$ cat src/hw/fsts_pkg.sv
// Constants, types and helper functions shared by the sector transfer sequencer
package fsts_pkg;

  // ------------------------------------------------------------
  // Register map (byte addresses on the Wishbone slave)
  // ------------------------------------------------------------
  localparam logic [7:0] FSTS_ADR_CTRL = 8'h00;   // Command launch word
  localparam logic [7:0] FSTS_ADR_ID = 8'h04;     // Commanded cylinder, head, sector, size
  localparam logic [7:0] FSTS_ADR_LIMIT = 8'h08;  // Last sector and short-sector length
  localparam logic [7:0] FSTS_ADR_DATA = 8'h0C;   // Byte window towards the host
  localparam logic [7:0] FSTS_ADR_STATUS = 8'h10; // Progress and result status
  localparam logic [7:0] FSTS_ADR_RESULT = 8'h14; // Sector address for the result phase

  // ------------------------------------------------------------
  // Field positions
  // ------------------------------------------------------------
  localparam int CTRL_START_BIT = 0;    // Write one to launch a command
  localparam int CTRL_CMD_LSB = 1;      // Three-bit command code
  localparam int CTRL_MT_BIT = 4;       // Continue onto side 1
  localparam int CTRL_SK_BIT = 5;       // Skip sectors of the unwanted mark type
  localparam int STS_BUSY_BIT = 24;     // Command executing
  localparam int STS_FULL_BIT = 25;     // Data window holds a byte
  localparam int ST0_IC_LSB = 6;        // Two-bit interrupt code in status_zero
  localparam int ST1_DE_BIT = 5;        // CRC error
  localparam int ST1_OR_BIT = 4;        // Overrun or underrun
  localparam int ST1_ND_BIT = 2;        // Sector not found or ID mismatch
  localparam int ST1_MA_BIT = 0;        // No ID address mark
  localparam int ST2_CM_BIT = 6;        // Unwanted data mark met
  localparam int ST2_DD_BIT = 5;        // CRC error in the data field

  // ------------------------------------------------------------
  // Encodings and reset values
  // ------------------------------------------------------------
  localparam logic [2:0] CMD_READ = 3'h0;
  localparam logic [2:0] CMD_READ_DEL = 3'h1;
  localparam logic [2:0] CMD_READ_TRACK = 3'h2;
  localparam logic [2:0] CMD_WRITE = 3'h3;
  localparam logic [2:0] CMD_WRITE_DEL = 3'h4;
  localparam logic [1:0] IC_NORMAL = 2'h0;
  localparam logic [1:0] IC_ABNORMAL = 2'h1;
  localparam logic [7:0] FIRST_SECTOR = 8'h01;
  localparam logic [14:0] BASE_SECTOR_BYTES = 15'h0080;
  localparam logic [15:0] CRC_INIT = 16'hFFFF;
  localparam logic [15:0] CRC_POLY = 16'h1021;
  localparam logic [1:0] INDEX_LIMIT = 2'h2;

  // ------------------------------------------------------------
  // Timing
  // ------------------------------------------------------------
  localparam int CLK_PERIOD_NS = 50;
  localparam int HEAD_LOAD_NS = 16000000;  // Head load settle time
  localparam int HEAD_LOAD_CYC = (HEAD_LOAD_NS + CLK_PERIOD_NS - 1) / CLK_PERIOD_NS;

  // ------------------------------------------------------------
  // Types
  // ------------------------------------------------------------
  typedef enum logic [3:0] {
    FSTS_IDLE, FSTS_HEADLOAD, FSTS_TRK_WAIT, FSTS_SEEK_ID, FSTS_WAIT_MARK,
    FSTS_RD_DATA, FSTS_WR_MARK, FSTS_WR_DATA, FSTS_WR_CRC, FSTS_DONE
  } fsts_state_e;

  typedef struct packed {
    logic [7:0] c;  // Cylinder
    logic [7:0] h;  // Head
    logic [7:0] r;  // Sector number
    logic [7:0] n;  // Size code
  } fsts_chrn_s;

  // One CRC-16 step over a whole byte
  function automatic logic [15:0] fsts_crc_byte(input logic [15:0] crc, input logic [7:0] data);
    logic [15:0] c;
    c = crc ^ {data, 8'h00};
    for (int i = 0; i < 8; i++) begin
      c = c[15] ? ((c << 1) ^ CRC_POLY) : (c << 1);
    end
    return c;
  endfunction : fsts_crc_byte

endpackage : fsts_pkg

$ cat src/hw/fsts_sequencer.sv
// Execution-phase sequencer for floppy sector read and write commands
`timescale 1ns/10ps
`default_nettype none

// How it works
// - Multi-track continues from side 0 onto side 1
// - Without multi-track stop at last sector of side
// - Normal read: deleted mark flagged, skipped with SK, else read then stop
// - Deleted read: mark roles swapped, skip or stop
// - Deleted read targets sectors with deleted mark
// - Sector address advances after each sector
// - Track read starts at index, ignores numbering
// - Track read keeps going over CRC errors
// - Track read flags ID mismatch as no data
// - Track read ends after end_sector_limit sectors
// - Track read: no ID by second index aborts
// - Below limit: result sector plus one
// - At limit: sector one, cylinder/head per table
// - Write loads head, matches ID, takes host data
// - Write appends computed CRC after each field
// - Write advances sector and continues
// - Write pads field with zeros after terminate
// - Write ID CRC error aborts with data error
// - Deleted write emits deleted data mark
// - Size code zero: data_length bytes, full sector
// - Sector not found by second index aborts
// - Read terminate: stop passing, finish sector
module fsts_sequencer
  import fsts_pkg::*;
#(
  parameter int HEAD_LOAD_CYCLES = HEAD_LOAD_CYC  // Head settle wait, shorten for simulation
) (
  input wire logic sys_clk_in,
  input wire logic rst_b_in,
  // Wishbone classic slave
  input wire logic wb_cyc_in,
  input wire logic wb_stb_in,
  input wire logic wb_we_in,
  input wire logic [7:0] wb_adr_in,
  input wire logic [3:0] wb_sel_in,
  input wire logic [31:0] wb_dat_in,
  output logic [31:0] wb_dat_out,
  output logic wb_ack_out,
  // Host side terminal count
  input wire logic transfer_terminate_in,
  // Drive side, read channel
  input wire logic index_pulse_in,
  input wire logic disk_id_valid_in,
  input wire fsts_chrn_s disk_id_in,
  input wire logic disk_id_crc_ok_in,
  input wire logic disk_mark_valid_in,
  input wire logic disk_mark_deleted_in,
  input wire logic disk_byte_valid_in,
  input wire logic [7:0] disk_byte_in,
  input wire logic disk_crc_valid_in,
  input wire logic disk_crc_ok_in,
  // Drive side, write channel
  input wire logic disk_wr_req_in,
  output logic disk_wr_mark_out,
  output logic disk_wr_mark_deleted_out,
  output logic disk_wr_strobe_out,
  output logic [7:0] disk_wr_byte_out,
  output logic head_load_out,
  output logic busy_out
);

  // ------------------------------------------------------------
  // State record
  // ------------------------------------------------------------
  typedef struct packed {
    fsts_state_e st;          // Sequencer phase
    logic [2:0] cmd;          // Command in progress
    logic mt;                 // multi_track
    logic sk;                 // bypass_select
    fsts_chrn_s cmd_id;       // Commanded sector address as written by software
    fsts_chrn_s id;           // Working sector address
    logic [7:0] end_sector_limit;          // end_sector_limit
    logic [7:0] data_length;          // data_length
    logic [14:0] byte_cnt;    // Bytes of the current field handled
    logic [7:0] sect_cnt;     // Sectors done in a track read
    logic [1:0] idx_cnt;      // Index pulses while searching
    logic seen_id;            // An ID mark was seen since the command started
    logic stop;               // Host data flow halted
    logic last;               // Finish after the current sector
    logic skip;               // Current sector is passed over unread
    logic [7:0] hold;         // Data window byte
    logic hold_full;          // Data window occupied
    logic [15:0] crc;         // Running CRC for writes
    logic crc_lo;             // Second CRC byte pending
    logic [1:0] ic;           // interrupt_code
    logic nd;                 // no_data_flag
    logic ma;                 // absent_id_flag
    logic de;                 // data_error_flag
    logic dd;                 // Data field CRC error
    logic orun;               // Overrun or underrun seen
    logic cm;                 // control_mark_flag
    logic head_loaded;        // Head stays loaded after a command
    logic [23:0] hl_cnt;      // Head settle counter
    logic ack;                // Wishbone acknowledge
    logic [31:0] rdat;        // Wishbone read data
    logic wr_mark;            // Data mark request to the drive
    logic wr_mark_del;        // Mark is the deleted type
    logic wr_strobe;          // Byte presented to the drive
    logic [7:0] wr_byte;      // Byte towards the drive
  } fsts_state_s;

  fsts_state_s s_r;    // Registered state
  fsts_state_s s_nxt;  // Next state

  // ------------------------------------------------------------
  // Decoded helpers
  // ------------------------------------------------------------
  logic is_write;                  // Write or deleted write
  logic is_track;                  // Whole-track read
  logic [14:0] sect_bytes;         // Bytes in one sector
  logic [14:0] xfer_bytes;         // Bytes exchanged with the host
  logic wb_req;                    // New bus request this cycle
  logic id_match;                  // Drive ID equals working address
  logic at_eot;                    // Working sector is the last one
  logic [7:0] st0;                 // status_zero
  logic [7:0] st1;                 // status_one
  logic [7:0] st2;                 // status_two

  assign is_write = (s_r.cmd == CMD_WRITE) || (s_r.cmd == CMD_WRITE_DEL);
  assign is_track = (s_r.cmd == CMD_READ_TRACK);
  assign sect_bytes = BASE_SECTOR_BYTES << s_r.id.n[2:0];
  // Short sectors move only data_length bytes, the rest is still handled
  assign xfer_bytes = (s_r.id.n == 8'h00 && {7'h00, s_r.data_length} < BASE_SECTOR_BYTES) ? {7'h00, s_r.data_length} : sect_bytes;
  assign wb_req = wb_cyc_in && wb_stb_in && !s_r.ack;
  assign id_match = (disk_id_in == s_r.id);
  assign at_eot = (s_r.id.r == s_r.end_sector_limit);
  assign st0 = {s_r.ic, 6'h00};
  assign st1 = 8'((s_r.de << ST1_DE_BIT) | (s_r.orun << ST1_OR_BIT) | (s_r.nd << ST1_ND_BIT) | (s_r.ma << ST1_MA_BIT));
  assign st2 = 8'((s_r.cm << ST2_CM_BIT) | (s_r.dd << ST2_DD_BIT));

  // ------------------------------------------------------------
  // Next-state logic
  // ------------------------------------------------------------
  // All behaviour lives here; the sector-end step decides between continuing and finishing
  always_comb begin
    logic hit_unwanted;
    logic next_byte_needed;
    hit_unwanted = 1'b0;
    next_byte_needed = 1'b0;
    s_nxt = s_r;
    s_nxt.wr_mark = 1'b0;
    s_nxt.wr_strobe = 1'b0;
    s_nxt.ack = 1'b0;

    // Bus slave: one wait-free answer, ack drops the cycle after
    if (wb_req) begin
      s_nxt.ack = 1'b1;
      s_nxt.rdat = 32'h0000_0000;
      if (wb_we_in) begin
        case (wb_adr_in)
          FSTS_ADR_CTRL: begin
            // Launch only from idle; a launch while busy is ignored
            if (wb_sel_in[0] && wb_dat_in[CTRL_START_BIT] && s_r.st == FSTS_IDLE) begin
              s_nxt.cmd = wb_dat_in[CTRL_CMD_LSB +: 3];
              s_nxt.mt = wb_dat_in[CTRL_MT_BIT];
              s_nxt.sk = wb_dat_in[CTRL_SK_BIT];
              s_nxt.id = s_r.cmd_id;
              s_nxt.ic = IC_NORMAL;
              {s_nxt.nd, s_nxt.ma, s_nxt.de, s_nxt.dd, s_nxt.orun, s_nxt.cm} = 6'h00;
              {s_nxt.stop, s_nxt.last, s_nxt.skip, s_nxt.seen_id} = 4'h0;
              s_nxt.idx_cnt = 2'h0;
              s_nxt.sect_cnt = 8'h00;
              s_nxt.hold_full = 1'b0;
              s_nxt.hl_cnt = 24'h00_0000;
              s_nxt.st = s_r.head_loaded ? FSTS_TRK_WAIT : FSTS_HEADLOAD;
            end
          end
          FSTS_ADR_ID: begin
            for (int b = 0; b < 4; b++) begin
              if (wb_sel_in[b]) begin
                s_nxt.cmd_id[b*8 +: 8] = wb_dat_in[b*8 +: 8];
              end
            end
          end
          FSTS_ADR_LIMIT: begin
            if (wb_sel_in[0]) begin
              s_nxt.end_sector_limit = wb_dat_in[7:0];
            end
            if (wb_sel_in[1]) begin
              s_nxt.data_length = wb_dat_in[15:8];
            end
          end
          FSTS_ADR_DATA: begin
            // Host supplies write data; a write while full is dropped
            if (wb_sel_in[0] && !s_r.hold_full) begin
              s_nxt.hold = wb_dat_in[7:0];
              s_nxt.hold_full = 1'b1;
            end
          end
          default: begin
            // Unmapped or read-only: acknowledged, no effect
          end
        endcase
      end else begin
        case (wb_adr_in)
          FSTS_ADR_CTRL: s_nxt.rdat = {26'h000_0000, s_r.sk, s_r.mt, s_r.cmd, 1'b0};
          FSTS_ADR_ID: s_nxt.rdat = s_r.cmd_id;
          FSTS_ADR_LIMIT: s_nxt.rdat = {16'h0000, s_r.data_length, s_r.end_sector_limit};
          FSTS_ADR_DATA: begin
            // Reading the window frees it for the next disk byte
            s_nxt.rdat = {24'h00_0000, s_r.hold};
            s_nxt.hold_full = 1'b0;
          end
          FSTS_ADR_STATUS: begin
            s_nxt.rdat = {8'h00, st0, st1, st2};
            s_nxt.rdat[STS_BUSY_BIT] = (s_r.st != FSTS_IDLE);
            s_nxt.rdat[STS_FULL_BIT] = s_r.hold_full;
          end
          FSTS_ADR_RESULT: s_nxt.rdat = s_r.id;
          default: s_nxt.rdat = 32'h0000_0000;
        endcase
      end
    end

    // Terminal count halts host traffic for the rest of the command
    if (transfer_terminate_in && s_r.st != FSTS_IDLE) begin
      s_nxt.stop = 1'b1;
      s_nxt.last = 1'b1;
    end

    case (s_r.st)
      FSTS_IDLE: begin
      end
      FSTS_HEADLOAD: begin
        // Wait the settle time before looking at the disk
        s_nxt.hl_cnt = s_r.hl_cnt + 24'h00_0001;
        if (s_r.hl_cnt >= 24'(HEAD_LOAD_CYCLES - 1)) begin
          s_nxt.head_loaded = 1'b1;
          s_nxt.st = FSTS_TRK_WAIT;
        end
      end
      FSTS_TRK_WAIT: begin
        // Only the track read waits for the index hole
        if (!is_track || index_pulse_in) begin
          s_nxt.st = FSTS_SEEK_ID;
        end
      end
      FSTS_SEEK_ID: begin
        if (index_pulse_in) begin
          s_nxt.idx_cnt = s_r.idx_cnt + 2'h1;
        end
        if (index_pulse_in && s_r.idx_cnt == INDEX_LIMIT - 2'h1) begin
          s_nxt.ic = IC_ABNORMAL;
          if (is_track && !s_r.seen_id) begin
            s_nxt.ma = 1'b1;
          end else begin
            s_nxt.nd = 1'b1;
          end
          s_nxt.st = FSTS_DONE;
        end else if (disk_id_valid_in) begin
          s_nxt.seen_id = 1'b1;
          if (is_track) begin
            // Every sector is taken regardless of numbering
            if (!id_match) begin
              s_nxt.nd = 1'b1;
            end
            if (!disk_id_crc_ok_in) begin
              s_nxt.de = 1'b1;
            end
            s_nxt.idx_cnt = 2'h0;
            s_nxt.st = FSTS_WAIT_MARK;
          end else if (id_match) begin
            s_nxt.idx_cnt = 2'h0;
            if (!disk_id_crc_ok_in) begin
              s_nxt.ic = IC_ABNORMAL;
              s_nxt.de = 1'b1;
              s_nxt.st = FSTS_DONE;
            end else if (is_write) begin
              s_nxt.st = FSTS_WR_MARK;
            end else begin
              s_nxt.st = FSTS_WAIT_MARK;
            end
          end
        end
      end
      FSTS_WAIT_MARK: begin
        if (disk_mark_valid_in) begin
          s_nxt.byte_cnt = 15'h0000;
          s_nxt.skip = 1'b0;
          // The wanted mark is normal for a read, deleted for a deleted read
          hit_unwanted = !is_track && (disk_mark_deleted_in ^ (s_r.cmd == CMD_READ_DEL));
          if (hit_unwanted) begin
            s_nxt.cm = 1'b1;
            if (s_r.sk) begin
              s_nxt.skip = 1'b1;  // Pass over unread
            end else begin
              s_nxt.last = 1'b1;  // Read it, then stop without advancing
            end
          end
          s_nxt.st = FSTS_RD_DATA;
        end
      end
      FSTS_RD_DATA: begin
        if (disk_byte_valid_in) begin
          s_nxt.byte_cnt = s_r.byte_cnt + 15'h0001;
          // Pass bytes only while host flow is open and within xfer_bytes (data_length for short sectors)
          if (!s_r.skip && !s_r.stop && s_r.byte_cnt < xfer_bytes) begin
            if (s_r.hold_full && !(wb_req && !wb_we_in && wb_adr_in == FSTS_ADR_DATA)) begin
              s_nxt.orun = 1'b1;  // Overrun acts as terminal count
              s_nxt.stop = 1'b1;
              s_nxt.last = 1'b1;
            end else begin
              s_nxt.hold = disk_byte_in;
              s_nxt.hold_full = 1'b1;
            end
          end
        end
        // Sector ends at its CRC check even after terminate
        if (disk_crc_valid_in) begin
          if (!disk_crc_ok_in && !s_r.skip) begin
            s_nxt.de = 1'b1;
            s_nxt.dd = 1'b1;
            if (!is_track) begin
              s_nxt.ic = IC_ABNORMAL;
              s_nxt.last = 1'b1;
              s_nxt.st = FSTS_DONE;
            end
          end
          if (is_track) begin
            s_nxt.sect_cnt = s_r.sect_cnt + 8'h01;
            s_nxt.id.r = s_r.id.r + 8'h01;
            // Count of sectors, not sector numbers, ends a track read
            if (s_r.sect_cnt + 8'h01 >= s_r.end_sector_limit || s_nxt.last) begin
              s_nxt.ic = (s_r.de || s_nxt.de || s_r.nd) ? IC_ABNORMAL : s_nxt.ic;
              s_nxt.st = FSTS_DONE;
            end else begin
              s_nxt.st = FSTS_SEEK_ID;
            end
          end else if (s_nxt.st != FSTS_DONE) begin
            if (s_r.last && !s_r.stop && s_r.cm && !s_r.skip) begin
              s_nxt.st = FSTS_DONE;  // Unwanted mark read: address held
            end else begin
              s_nxt.st = FSTS_SEEK_ID;
            end
          end
        end
      end
      FSTS_WR_MARK: begin
        s_nxt.wr_mark = 1'b1;
        s_nxt.wr_mark_del = (s_r.cmd == CMD_WRITE_DEL);
        s_nxt.byte_cnt = 15'h0000;
        s_nxt.crc = CRC_INIT;
        s_nxt.crc_lo = 1'b0;
        s_nxt.st = FSTS_WR_DATA;
      end
      FSTS_WR_DATA: begin
        if (disk_wr_req_in) begin
          // Host data while flowing, zeros after terminate or past xfer_bytes
          next_byte_needed = !s_r.stop && s_r.byte_cnt < xfer_bytes;
          s_nxt.wr_byte = 8'h00;
          if (next_byte_needed) begin
            if (s_r.hold_full) begin
              s_nxt.wr_byte = s_r.hold;
              s_nxt.hold_full = 1'b0;
            end else begin
              s_nxt.orun = 1'b1;  // Underrun pads like terminal count
              s_nxt.stop = 1'b1;
              s_nxt.last = 1'b1;
            end
          end
          s_nxt.wr_strobe = 1'b1;
          s_nxt.crc = fsts_crc_byte(s_r.crc, s_nxt.wr_byte);
          s_nxt.byte_cnt = s_r.byte_cnt + 15'h0001;
          if (s_r.byte_cnt == sect_bytes - 15'h0001) begin
            s_nxt.st = FSTS_WR_CRC;
          end
        end
      end
      FSTS_WR_CRC: begin
        // Close the field with the computed CRC, high byte first
        if (disk_wr_req_in) begin
          s_nxt.wr_strobe = 1'b1;
          s_nxt.wr_byte = s_r.crc_lo ? s_r.crc[7:0] : s_r.crc[15:8];
          s_nxt.crc_lo = 1'b1;
          if (s_r.crc_lo) begin
            s_nxt.st = FSTS_SEEK_ID;  // Continue with the next sector
          end
        end
      end
      FSTS_DONE: begin
        s_nxt.st = FSTS_IDLE;
      end
      default: s_nxt.st = FSTS_IDLE;
    endcase

    // Sector-end address step for reads and writes (not track reads)
    if (!is_track && s_r.st != FSTS_DONE && s_nxt.st == FSTS_SEEK_ID &&
        (s_r.st == FSTS_RD_DATA || s_r.st == FSTS_WR_CRC)) begin
      if (!at_eot) begin
        s_nxt.id.r = s_r.id.r + 8'h01;
        if (s_r.last) begin
          s_nxt.st = FSTS_DONE;
        end
      end else begin
        s_nxt.id.r = FIRST_SECTOR;
        if (s_r.mt) begin
          s_nxt.id.h = {s_r.id.h[7:1], ~s_r.id.h[0]};
        end
        if (!s_r.mt || s_r.id.h[0]) begin
          s_nxt.id.c = s_r.id.c + 8'h01;
          s_nxt.st = FSTS_DONE;  // Last sector of the last side
        end else if (s_r.last) begin
          s_nxt.st = FSTS_DONE;
        end
      end
    end
  end

  // ------------------------------------------------------------
  // State register
  // ------------------------------------------------------------
  // Synchronous reset; everything settles to idle with flags clear
  always_ff @(posedge sys_clk_in) begin
    if (!rst_b_in) begin
      s_r <= '0;
      s_r.st <= FSTS_IDLE;
      s_r.end_sector_limit <= FIRST_SECTOR;
      s_r.crc <= CRC_INIT;
    end else begin
      s_r <= s_nxt;
    end
  end

  // ------------------------------------------------------------
  // Outputs
  // ------------------------------------------------------------
  assign wb_dat_out = s_r.rdat;
  assign wb_ack_out = s_r.ack;
  assign disk_wr_mark_out = s_r.wr_mark;
  assign disk_wr_mark_deleted_out = s_r.wr_mark_del;
  assign disk_wr_strobe_out = s_r.wr_strobe;
  assign disk_wr_byte_out = s_r.wr_byte;
  assign head_load_out = s_r.head_loaded;
  assign busy_out = (s_r.st != FSTS_IDLE);

endmodule : fsts_sequencer

`default_nettype wire

$ cat config.mk
export PLATFORM = sky130hd
export DESIGN_NAME = fsts_sequencer
export DESIGN_NICKNAME = d
export VERILOG_FILES = /design/src/hw/fsts_pkg.sv /design/src/hw/fsts_sequencer.sv
export SDC_FILE = /design/constraint.sdc
export NUM_CORES = 1
export LEC_CHECK = 0
export ABC_CLOCK_PERIOD_IN_PS = 6700
export BUFFER_PORTS_ARGS = -buffer_cell sky130_fd_sc_hd__buf_2
export CORE_AREA = 2 2 152 154
export CTS_BUF_LIST = sky130_fd_sc_hd__clkbuf_16
export CTS_CLUSTER_SIZE = 24
export DETAILED_ROUTE_END_ITERATION = 10
export DIE_AREA = 0 0 154 156
export PLACE_DENSITY_LB_ADDON = 0.1
export SLEW_MARGIN = 5
export SYNTH_ARGS = -nofsm -noshare
export SYNTH_HDL_FRONTEND = slang
export SYNTH_SLANG_ARGS = --single-unit
$ cat constraint.sdc
create_clock -name sys_clk_in -period 6.7 [get_ports sys_clk_in]
set_input_delay 0.67 -clock sys_clk_in [delete_from_list [all_inputs] [get_ports sys_clk_in]]
set_output_delay 0.67 -clock sys_clk_in [all_outputs]
set_load 0.02 [all_outputs]
======== Yosys cells after proc, flatten, opt, wreduce, memory -nomap -nowiden ========
Index checks and enable logic that the tools add are counted.
word-level totals
  register bits ........................... 221
  input port bits ......................... 99
  output and inout bits ................... 46
  logic and storage cells ................. 336
operators by class
  add/sub/neg operators ................... 7
  $lt $le $gt $ge ......................... 4
  equality and inequality tests ........... 29
  shift operators ......................... 1
  muxes and demuxes ....................... 174
  bitwise operators ....................... 15
  reductions and logical operators ........ 65
operators with widths
  cell                     number
  $mux W8                  26
  $pmux W32 S6             1
  $mux W89                 2
  $mux W32                 4
  $mux W24                 5
  $mux W13                 8
  $mux W4                  25
  $mux W9                  11
  $mux W15                 4
  $pmux W15 S4             1
  $mux W2                  29
  $mux W57                 1
  $pmux W4 S9              1
  $reduce_and A4 Y1        9
  $mux W1                  34
  $eq A32 B32 Y1           1
  $mux W16                 2
  $pmux W16 S2             1
  $mux W14                 2
  $add A24 B1 Y24 const B  1
  $add A8 B1 Y8 const B    3
  $ge A24 B19 Y1 const B   1
  $not A3 Y3               8
  $logic_and A1 B1 Y1      23
  other kinds (46)         92

======== Logic depth before layout (Yosys ltp) ========
Gate-level depths: netlist of run 1.
  word-level depth ........................ 27
  gate-level depth with buffers ........... 15
  mapped depth without buffers ............ 12

======== Least setup slack after synthesis of run 1 ========
OpenSTA, ideal clock, no wires.
  path kind ............................... register to register
  start point ............................. reg s_r[149] (netlist bit)
  end point ............................... reg s_r[84] (netlist bit)
  setup time .............................. 0.091 ns
  data arrival time ....................... 3.694 ns
  required time ........................... 6.609 ns
  slack ................................... 2.915 ns
  cell stages (with the launch flop) ...... 13
  buffers on the path ..................... 2
  clock period less this slack ............ 3.785 ns
  path through ............................ dfxtp_1 clkbuf_1 clkbuf_1 or3b_2 ha_1 and2_0 a221o_1 a2111oi_2 o2111ai_1 xnor2_2 xor3_2 nor3b_1 a311oi_1
between the ends
  word-level cells in the longest chain between the ends .. 19
  elaborated cells between the ends (all ways) .. 22
  classes of those cells .................. order compare: 1; shift: 1; mux: 14; bitwise: 3; reduce/logical: 3
ends and longest elaborated chain
  item                      line                   source
  start: declaration        fsts_sequencer.sv:107  fsts_state_s s_r;
  start signal: assignment  fsts_sequencer.sv:425  s_r <= s_nxt;
  $logic_not A8 Y1          fsts_sequencer.sv:128  assign xfer_bytes = (s_r.id.n == 8'h00 && {7'h00, s_r.data_length} < BASE_SECTOR_BYTES) ? {7'h00, s_r.data_len ...
  $logic_and A1 B1 Y1       fsts_sequencer.sv:128
  $mux W15 *                fsts_sequencer.sv:128
  $lt A15 B15 Y1 *          fsts_sequencer.sv:354  next_byte_needed = !s_r.stop && s_r.byte_cnt < xfer_bytes;
  $logic_and A1 B1 Y1 *     fsts_sequencer.sv:354
  $mux W8 *                 fsts_sequencer.sv:356  if (next_byte_needed) begin
  $mux W8 *                 fsts_sequencer.sv:352  if (disk_wr_req_in) begin
  $mux W8 *                 fsts_sequencer.sv:226  case (s_r.st)
  $xor A16 B16 Y16 *        fsts_pkg.sv:72         c = crc ^ {data, 8'h00};
  $mux W13                  fsts_pkg.sv:74         c = c[15] ? ((c << 1) ^ CRC_POLY) : (c << 1);
  $mux W13 *                fsts_pkg.sv:74
  $mux W13 (3 in a row)     fsts_pkg.sv:74
  $not A3 Y3 (no line)      n/a
  $mux W13 * (2 in a row)   fsts_pkg.sv:74
  $mux W17 *                fsts_sequencer.sv:352
  $pmux W16 S2 *            fsts_sequencer.sv:226
Mark *: on every way between the ends. The rest lies on a longest branch, timed or not. The select of a mux whose other input is x is not followed.
A chain may end at the register's enable or synchronous reset.

======== Worst setup path after layout of run 1 ========
  start point ............................. reg s_r[149] (netlist bit)
  end point ............................... reg s_r[172] (netlist bit)
between the ends
  word-level cells in the longest chain between the ends .. 20
  elaborated cells between the ends (all ways) .. 30
  classes of those cells .................. add/sub: 1; order compare: 1; eq/ne: 3; shift: 1; mux: 18; reduce/logical: 6
ends and longest elaborated chain
  item                                line                   source
  $logic_not A8 Y1                    fsts_sequencer.sv:128
  $logic_and A1 B1 Y1                 fsts_sequencer.sv:128
  $mux W15                            fsts_sequencer.sv:128
  $lt A15 B15 Y1                      fsts_sequencer.sv:302  if (!s_r.skip && !s_r.stop && s_r.byte_cnt < xfer_bytes) begin
  $logic_and A1 B1 Y1                 fsts_sequencer.sv:302
  $mux W2                             fsts_sequencer.sv:302
  $mux W2                             fsts_sequencer.sv:299  if (disk_byte_valid_in) begin
  $mux W1                             fsts_sequencer.sv:318  if (!is_track) begin
  [... 3 more ...]                    n/a
  $logic_or A1 B1 Y1                  fsts_sequencer.sv:328  if (s_r.sect_cnt + 8'h01 >= s_r.end_sector_limit || s_nxt.last) begin
  $mux W4                             fsts_sequencer.sv:328
  $mux W4                             fsts_sequencer.sv:324  if (is_track) begin
  $mux W4                             fsts_sequencer.sv:314  if (disk_crc_valid_in) begin
  $pmux W4 S9 *                       fsts_sequencer.sv:226
  $eq A4 B2 Y1 *                      fsts_sequencer.sv:392  if (!is_track && s_r.st != FSTS_DONE && s_nxt.st == FSTS_SEEK_ID &&
  $logic_and A1 B1 Y1 * (2 in a row)  fsts_sequencer.sv:392
  $mux W24 *                          fsts_sequencer.sv:392
Marks and branches as above.

==> summary.md, run 1 <==
| Metric | Value |
|---|---|
| Pin count of the biggest net entering global routing | `122` |
| Setup TNS | `0 ns` |
| Mean post-synth cell area | `between 8 and 9 um2` |
| Tcrit/Tclk final | `between 60% and 70%` |
| Worst path required time | `slightly above 7 ns` |
| Clk_lat worst skew | `between 0.5 and 0.6 ns` |
| Gr usage total | `between 20% and 30%` |
| Type of origin of the critical path | `flop` |
| Flop-to-flop setup slack | `2.37 ns` |
| Worst setup endpoint | `s_r[172]` |
| Routed Antenna Nets | `0` |
| WL final | `36410 um` |
| Status | `complete, no violations` |
| Die Y | `around 160 um` |
| Cell Count Post-Placement | `around 1800` |
| Ys async rst share | `0%` |
| N_diodes | `0` |
| Max Root-Sink Buffers | `3` |
| Core box area | `22370 um2` |
| Register area share after synthesis | `between 30% and 40%` |
| Worst reg2reg endpoint | `s_r[172]` |
| Final setup viols | `0` |
| Number of flops mapped to enable cells by yosys | `0` |
| DRT Pass-1 Iters | `7` |
| Dpl hpwl | `~26000 um` |
| Nets | `between 1500 and 2000` |
| Fill cell count | `approximately 2100` |
| R2R depth | `12` |
| Area delta synth->final | `10.29%` |
| Slew headroom | `between 10% and 20%` |
| R2r startpoint | `s_r[149]` |
| FF+latch count, synth | `between 200 and 250` |
| Post-CTS Hold Fix Bufs | `0` |
| CP startpoint | `s_r[149]` |
| FMAX | `roughly 230 MHz` |
| Post-CTS Setup Bufs | `0` |
| Final Max Slew Viols | `0` |
| Final GP Congestion | `between 0.9 and 1` |
| Initial cell density of the core | `between 50% and 60%` |
| Synth cell types | `76` |
| First-pass GRT wire length | `between 50000 and 60000 um` |
| Hold_sp | `wb_dat_in[31]` |
| Mapped Nets | `around 1600` |
| Root buffer cell | `clkbuf_16` |
| P_leak | `around 0.0052 uW` |
| Vias in the first global route | `10260` |
| # Max-Cap Violations | `0` |
| First DRT Iteration DRCs | `1131` |
| Cells after Synth | `1515` |
| Row count | `between 50 and 60` |
| PortBufs | `144` |
| Post-DR wirelength/cell | `about 20 um` |
| CTS tree | `done` |
| Antenna violations before repair | `0` |
| Critical path class | `reg -> reg` |
| Final Cell Area | `approximately 13000 um2` |
| Power Density | `200.6 nW/um2` |
| H-tree depth | `1` |
| Worst Path Max Fanout | `21` |
| Reg clk slew, reported paths | `roughly 0.060 ns` |
| Slew @ Worst Pin | `roughly 1.3 ns` |
| Min Tclk post-route | `4.333 ns` |
| Core Util, Final | `59.78%` |
| Clock sink count | `around 220` |
| CP Capture Type | `flop` |
| Die Wd | `approximately 150 um` |
| Worst hold margin | `0.3703 ns` |
| Synth warnings | `0` |
| Synth top area share | `36.49%` |
| Placed inst area | `12630 um2` |
| PostCTS Resize Cnt | `0` |
| Final Hold Fails | `0` |
| Vias/cell | `6.020` |
| Io pins | `145` |
| Share of layout cells above drive strength 1 | `roughly 15%` |
| Worst hold-check path type | `in -> reg` |
| Synth area leader | `dfxtp_1` |
| Ys flop type | `dfxtp_1` |
| Die footprint | `between 20000 and 25000 um2` |
| Synth area leaders | `dfxtp_1 36%, nor2_1 7.0%, nand2_1 5.7%, a21oi_1 4.6%, mux2i_1 4.5%` |
| Final std cells w/o fill | `roughly 1900` |
| Global route overflow | `0` |
| Drc violations | `0` |
| WP data arrival | `4.78 ns` |
| Syn Std Cell Area | `12120 um2` |
| Clk_skew | `approximately 0.015 ns` |
| RSZ-0062 raised after global routing | `no` |
| Peak supply drop | `around 0.17 mV` |
| Vias | `around 11000` |
| Number of CTS-inserted buffers | `26` |
==> where the power goes <==
part,switching (uW),leakage [uW],internal [uW]
registers,0.241,0.00178,1310
logic,69.4,0.00308,32.7
clock network,550,0.000391,716
total,619,0.00525,2060
==> logic make-up (layout without fill, tap and decap cells) <==
kind of cell / after synthesis / in the layout / synth area share (%)
DFF: 221 / 221 / 36.49
AOI/OAI and AO/OA: 328 / 328 / 17.73
buffers and inverters: 157 / 221 / 6.193
xor gates and xnor gates: 85 / 85 / 6.451
adders and majority gates: 28 / 28 / 2.890
and+or+nand+nor: 618 / 618 / 23.47
muxes: 78 / 78 / 6.771
==> synth_stat cells, types with 20 or more instances <==
cell type and n:
mux2i_1 55, xnor2_1 28, nand3_1 47, a22oi_1 24
nor3_1 21, clkbuf_1 83, a222oi_1 20, xor2_1 54
buf_4 42, a21oi_1 111, ha_1 28, a31oi_1 21
dfxtp_1 221, nand2_1 185, inv_1 22, o21ai_0 55
nor2_1 227, nand4_1 21, mux2_2 22
==> registers in the layout, summed over array words and instances (netlist names) <==
| register | count |
|---|---|
| head_load_out | 1 |
| wb_dat_out | 32 |
| disk_wr_mark_deleted_out | 1 |
| disk_wr_mark_out | 1 |
| wb_ack_out | 1 |
| disk_wr_byte_out | 8 |
| disk_wr_strobe_out | 1 |
| s_r | 176 |
==> final cells by class <==
| class | count | area, um2 | area share [%] |
|---|---|---|---|
| multi-input cells | 1137 | 6958 | 52.04 |
| clock inverters | 17 | 68.82 | 0.5147 |
| repair buffers | 154 | 795.8 | 5.952 |
| flip-flops and latches | 221 | 4424 | 33.09 |
| clock buffers | 27 | 675.6 | 5.053 |
| inverters | 23 | 91.34 | 0.6831 |
| well taps | 285 | 356.6 | 2.667 |
==> worst max-delay path: stages (launching register included) <==
cell	delay (ns)
dfxtp_1	0.46
nor3_2	0.33
and3_1	0.30
nand2_1	0.08
ha_1	0.31
a21oi_1	0.06
a21boi_0	0.31
a2111o_1	0.23
a21oi_2	0.15
a2111o_1	0.44
a211oi_2	1.01
mux2_2	0.43
a21oi_1	0.13
==> per-stage QoR <==
stage	setup WS (ns)	power [uW]
detailed placement	2.391	1445
CTS	2.375	2696
global route	2.059	2750
global placement	2.541	1445
floorplan	2.915	1386
finish	2.367	2683
==> layout by cell type (no fill, tap or decap), drive strengths merged, types with 21 or more instances in the layout <==
cell type  instances
nor3              25
nand4             21
mux2              22
a31oi             21
nand2            185
mux2i             55
dfxtp            221
nor2             227
a21oi            112
xnor2             29
buf              154
o21ai             57
xor2              54
ha                28
clkbuf            27
inv               29
a22oi             24
nand3             47
==> worst min-delay path by stage <==
stage / to / slack (ns) / depth (start not counted)
3_5_place_dp: disk_wr_mark_deleted_out / 0.45 / 2
5_1_grt: s_r[201] / 0.39 / 3
4_1_cts: s_r[211] / 0.36 / 3
3_3_place_gp: disk_wr_mark_deleted_out / 0.45 / 2
2_1_floorplan: s_r[70] / 0.43 / 2
6_report: s_r[211] / 0.37 / 3
==> layer usage <==
metal	vias to the layer above	share of wire, %	track usage (%)
met5	-	0	0
met4	0	2.4	8.144
met3	60	7.1	3.556
met2	398	46	46.51
met1	5326	45	42.49
li1	5438	-	-
Power figures use the tool's default switching activity.
==> run 2, diff against run 1 <==
- ABC_CLOCK_PERIOD_IN_PS: 6700 -> 3650
- CORE_AREA: 2 2 152 154 -> 2 2 155 157
- DIE_AREA: 0 0 154 156 -> 0 0 157 159
- clock period: 6.7 -> 3.65 ns (I/O delays scaled with it)
==> summary.md, run 2 (synthesis results as in run 1) <==
| Metric | Value |
|---|---|
| Status | `complete, no violations` |
| Power Density | `358.1 nW/um2 (+79%)` |
| Nets | `1734 (+2.6%)` |
| Cell Chain, Critical Path | `buf_4, nor3_4, and3_4, nand2_1, ha_1, nand4_1, nor2_2, a2111o_1, a21oi_4, a2111o_1, a211oi_4, buf_12, mux2_2, a21oi_1` |
| R2R depth | `14 (+2)` |
| Most flops, register | `s_r` |
| Type of origin of the critical path | `flop` |
| FMAX | `281.5 MHz (+22%)` |
| Clk_skew | `0.01054 ns (-0.004667 ns)` |
| Slew @ Worst Pin | `0.8671 ns (-0.3830 ns)` |
| Slew headroom | `42.19% (+26 points)` |
| Fill cell count | `2171 (+4.3%)` |
| FF/Latch Area | `4432 um2 (+0.17%)` |
| Vias/cell | `5.921 (-1.7%)` |
| Global route overflow | `0 (unchanged)` |
| Die footprint | `24960 um2 (+3.9%)` |
| Io pins | `145 (unchanged)` |
| Hold_sp | `wb_dat_in[31]` |
| P_leak | `0.005511 uW (+5.0%)` |
| Row count | `56 (+1.8%)` |
| Vias | `11520 (+2.6%)` |
| First DRT Iteration DRCs | `1256 (+11%)` |
| DRT Pass-1 Iters | `7 (unchanged)` |
| Max Root-Sink Buffers | `3 (unchanged)` |
| Clk_lat worst skew | `0.53 ns (about the same)` |
| Worst reg2reg endpoint | `s_r[172]` |
| Worst Hold Depth | `3 (unchanged)` |
| Worst Path Max Fanout | `6 (-71%)` |
| Slowest stage cell, crit path | `a2111o_1` |
| Final setup viols | `0 (unchanged)` |
| Area delta synth->final | `14.60%` |
| Commonest non-fill, non-tap cell in the layout | `nor2_1` |
| Final Hold Fails | `0 (unchanged)` |
| Most Crowded Layer GR | `met2` |
| M3 GR Usage | `5.199% (+1.6 points)` |
| Final GP Congestion | `0.9055 (-2.1%)` |
| Die Y | `159 um (+1.9%)` |
| Worst hold margin | `0.05950 ns (-0.3108 ns)` |
| Min Tclk post-route | `3.553 ns (-0.7801 ns)` |
| Bufs and invs on worst path | `2 (+2)` |
| H-tree depth | `1 (unchanged)` |
| Vias in the first global route | `10510 (+2.4%)` |
| Final Max Slew Viols | `0 (unchanged)` |
| Worst path required time | `4.12 ns (-3.03 ns)` |
| Critical path class | `reg -> reg` |
| Root buffer cell | `clkbuf_16` |
| Number of CTS-inserted buffers | `26 (unchanged)` |
| CTS tree | `done` |
| Initial cell density of the core | `52.27% (-1.9 points)` |
| # Max-Cap Violations | `0 (unchanged)` |
| Hold endpoint | `s_r[211]` |
| R2r startpoint | `s_r[150]` |
| First-pass GRT wire length | `57840 um (+2.1%)` |
| Max incr delay on CP | `0.49 ns (-0.52 ns)` |
| Dpl hpwl | `26920 um (+2.0%)` |
| Tcrit/Tclk final | `97.34% (+33 points)` |
| Commonest cells after routing, fill and taps aside | `225 x nor2_1, 219 x dfxtp_1, 185 x nand2_1` |
| Worst path most repeated cell | `a2111o_1` |
| WL final | `37370 um (+2.6%)` |
| Clock sink count | `221 (unchanged)` |
| Core Util, Final | `59.90% (+0.12 points)` |
| Drc violations | `0 (unchanged)` |
| Core box area | `23190 um2 (+3.7%)` |
| Kind of cell adding the most delay to the critical path | `compound AO/OA/AOI/OAI gates` |
| Pin count of the biggest net entering global routing | `108 (-11%)` |
| Post-CTS Hold Fix Bufs | `0 (unchanged)` |
| Die Wd | `157 um (+1.9%)` |
| PortBufs | `144 (unchanged)` |
| CP Capture Type | `flop` |
| Share of layout cells above drive strength 1 | `17.48% (+2.7 points)` |
| Antenna violations before repair | `1 (+1)` |
| Gr usage total | `28.98% (-0.46 points)` |
| Met2 GRT Util | `45.12% (-1.4 points)` |
| WP data arrival | `4.02 ns (-0.76 ns)` |
| Worst hold-check path type | `in -> reg` |
| Multi-input gate area | `7017 um2 (+0.85%)` |
| Flop-to-flop setup slack | `0.1 ns (-2.27 ns)` |
| Post-DR wirelength/cell | `19.21 um (-1.6%)` |
| Routed Antenna Nets | `0 (unchanged)` |
| Reg clk slew, reported paths | `0.06 ns (about the same)` |
| Met1 GRT Util | `40.43% (-2.1 points)` |
| Peak supply drop | `0.2693 mV (+61%)` |
| Number of flip-flops in the largest register | `176 (unchanged)` |
run 2: cell count changes in the layout (fill, tap and decap cells not counted), moves of 2 or more:
cell	before	now
clkbuf_16	27	29
clkinv_1	7	10
dfxtp_4	0	2
a21boi_0	5	3
nor2_1	227	225
buf_6	0	2
nor2_2	0	2
dfxtp_1	221	219
buf_4	10	48
buf_12	0	2
run 2: where the power goes:
part | internal [uW] | switching (uW)
combinational | 63.6 | 125
sequential | 2410 | 0.383
clock | 1320 | 1050
run 2: repair_timing:
item / CTS / global route
endpoints found under the hold margin: 0 / 0
endpoints found under the setup margin: 0 / 32
buffers inserted: 0 / 5
gates resized for setup: 0 / 19
run 2: area by class of cell:
cell class | instances | share of cell area (%)
well taps | 319 | 2.873
clock inverters | 19 | 0.5944
inverters | 23 | 0.6574
repair buffers | 198 | 8.591
diodes | 1 | 0.01801
flip-flops and latches | 221 | 31.90
multi-input cells | 1137 | 50.50
clock buffers | 27 | 4.863
run 2: worst max path at each step:
stage	endpoint	slack, ns	start	cells past startpoint
4_1_cts	s_r[156]	0.07	s_r[148]	10
3_5_place_dp	s_r[156]	0.09	s_r[148]	10
3_3_place_gp	s_r[162]	0.16	s_r[148]	10
6_report	s_r[172]	0.1	s_r[150]	14
2_1_floorplan	s_r[84]	0.03	s_r[148]	11
5_1_grt	s_r[172]	-0.05	s_r[150]	14
run 2: tightest hold or removal path, cell delays in order:
cell	delay [ns]
buf_2	0.07
mux2i_1	0.05
nor2_1	0.07
run 2: through the flow:
stage | total power, uW | setup TNS [ns] | setup slack, ns | cells | instance area, um2
2_1_floorplan | 2543 | 0 | 0.02849 | 1515 | 12140
3_3_place_gp | 2652 | 0 | 0.1638 | 1891 | 12970
3_5_place_dp | 2652 | 0 | 0.08520 | 1891 | 12970
4_1_cts | 5006 | 0 | 0.06643 | 1937 | 13730
5_1_grt | 5104 | -0.1594 | -0.04745 | 1945 | 13890
6_report | 4976 | 0 | 0.09707 | 1945 | 13890
run 2: per-layer routing:
layer / part of all wire [%] / wire (um)
met4: 3.5 / 1318
met2: 45 / 16890
met3: 7.2 / 2688
met1: 44 / 16470
met5: 0 / 0
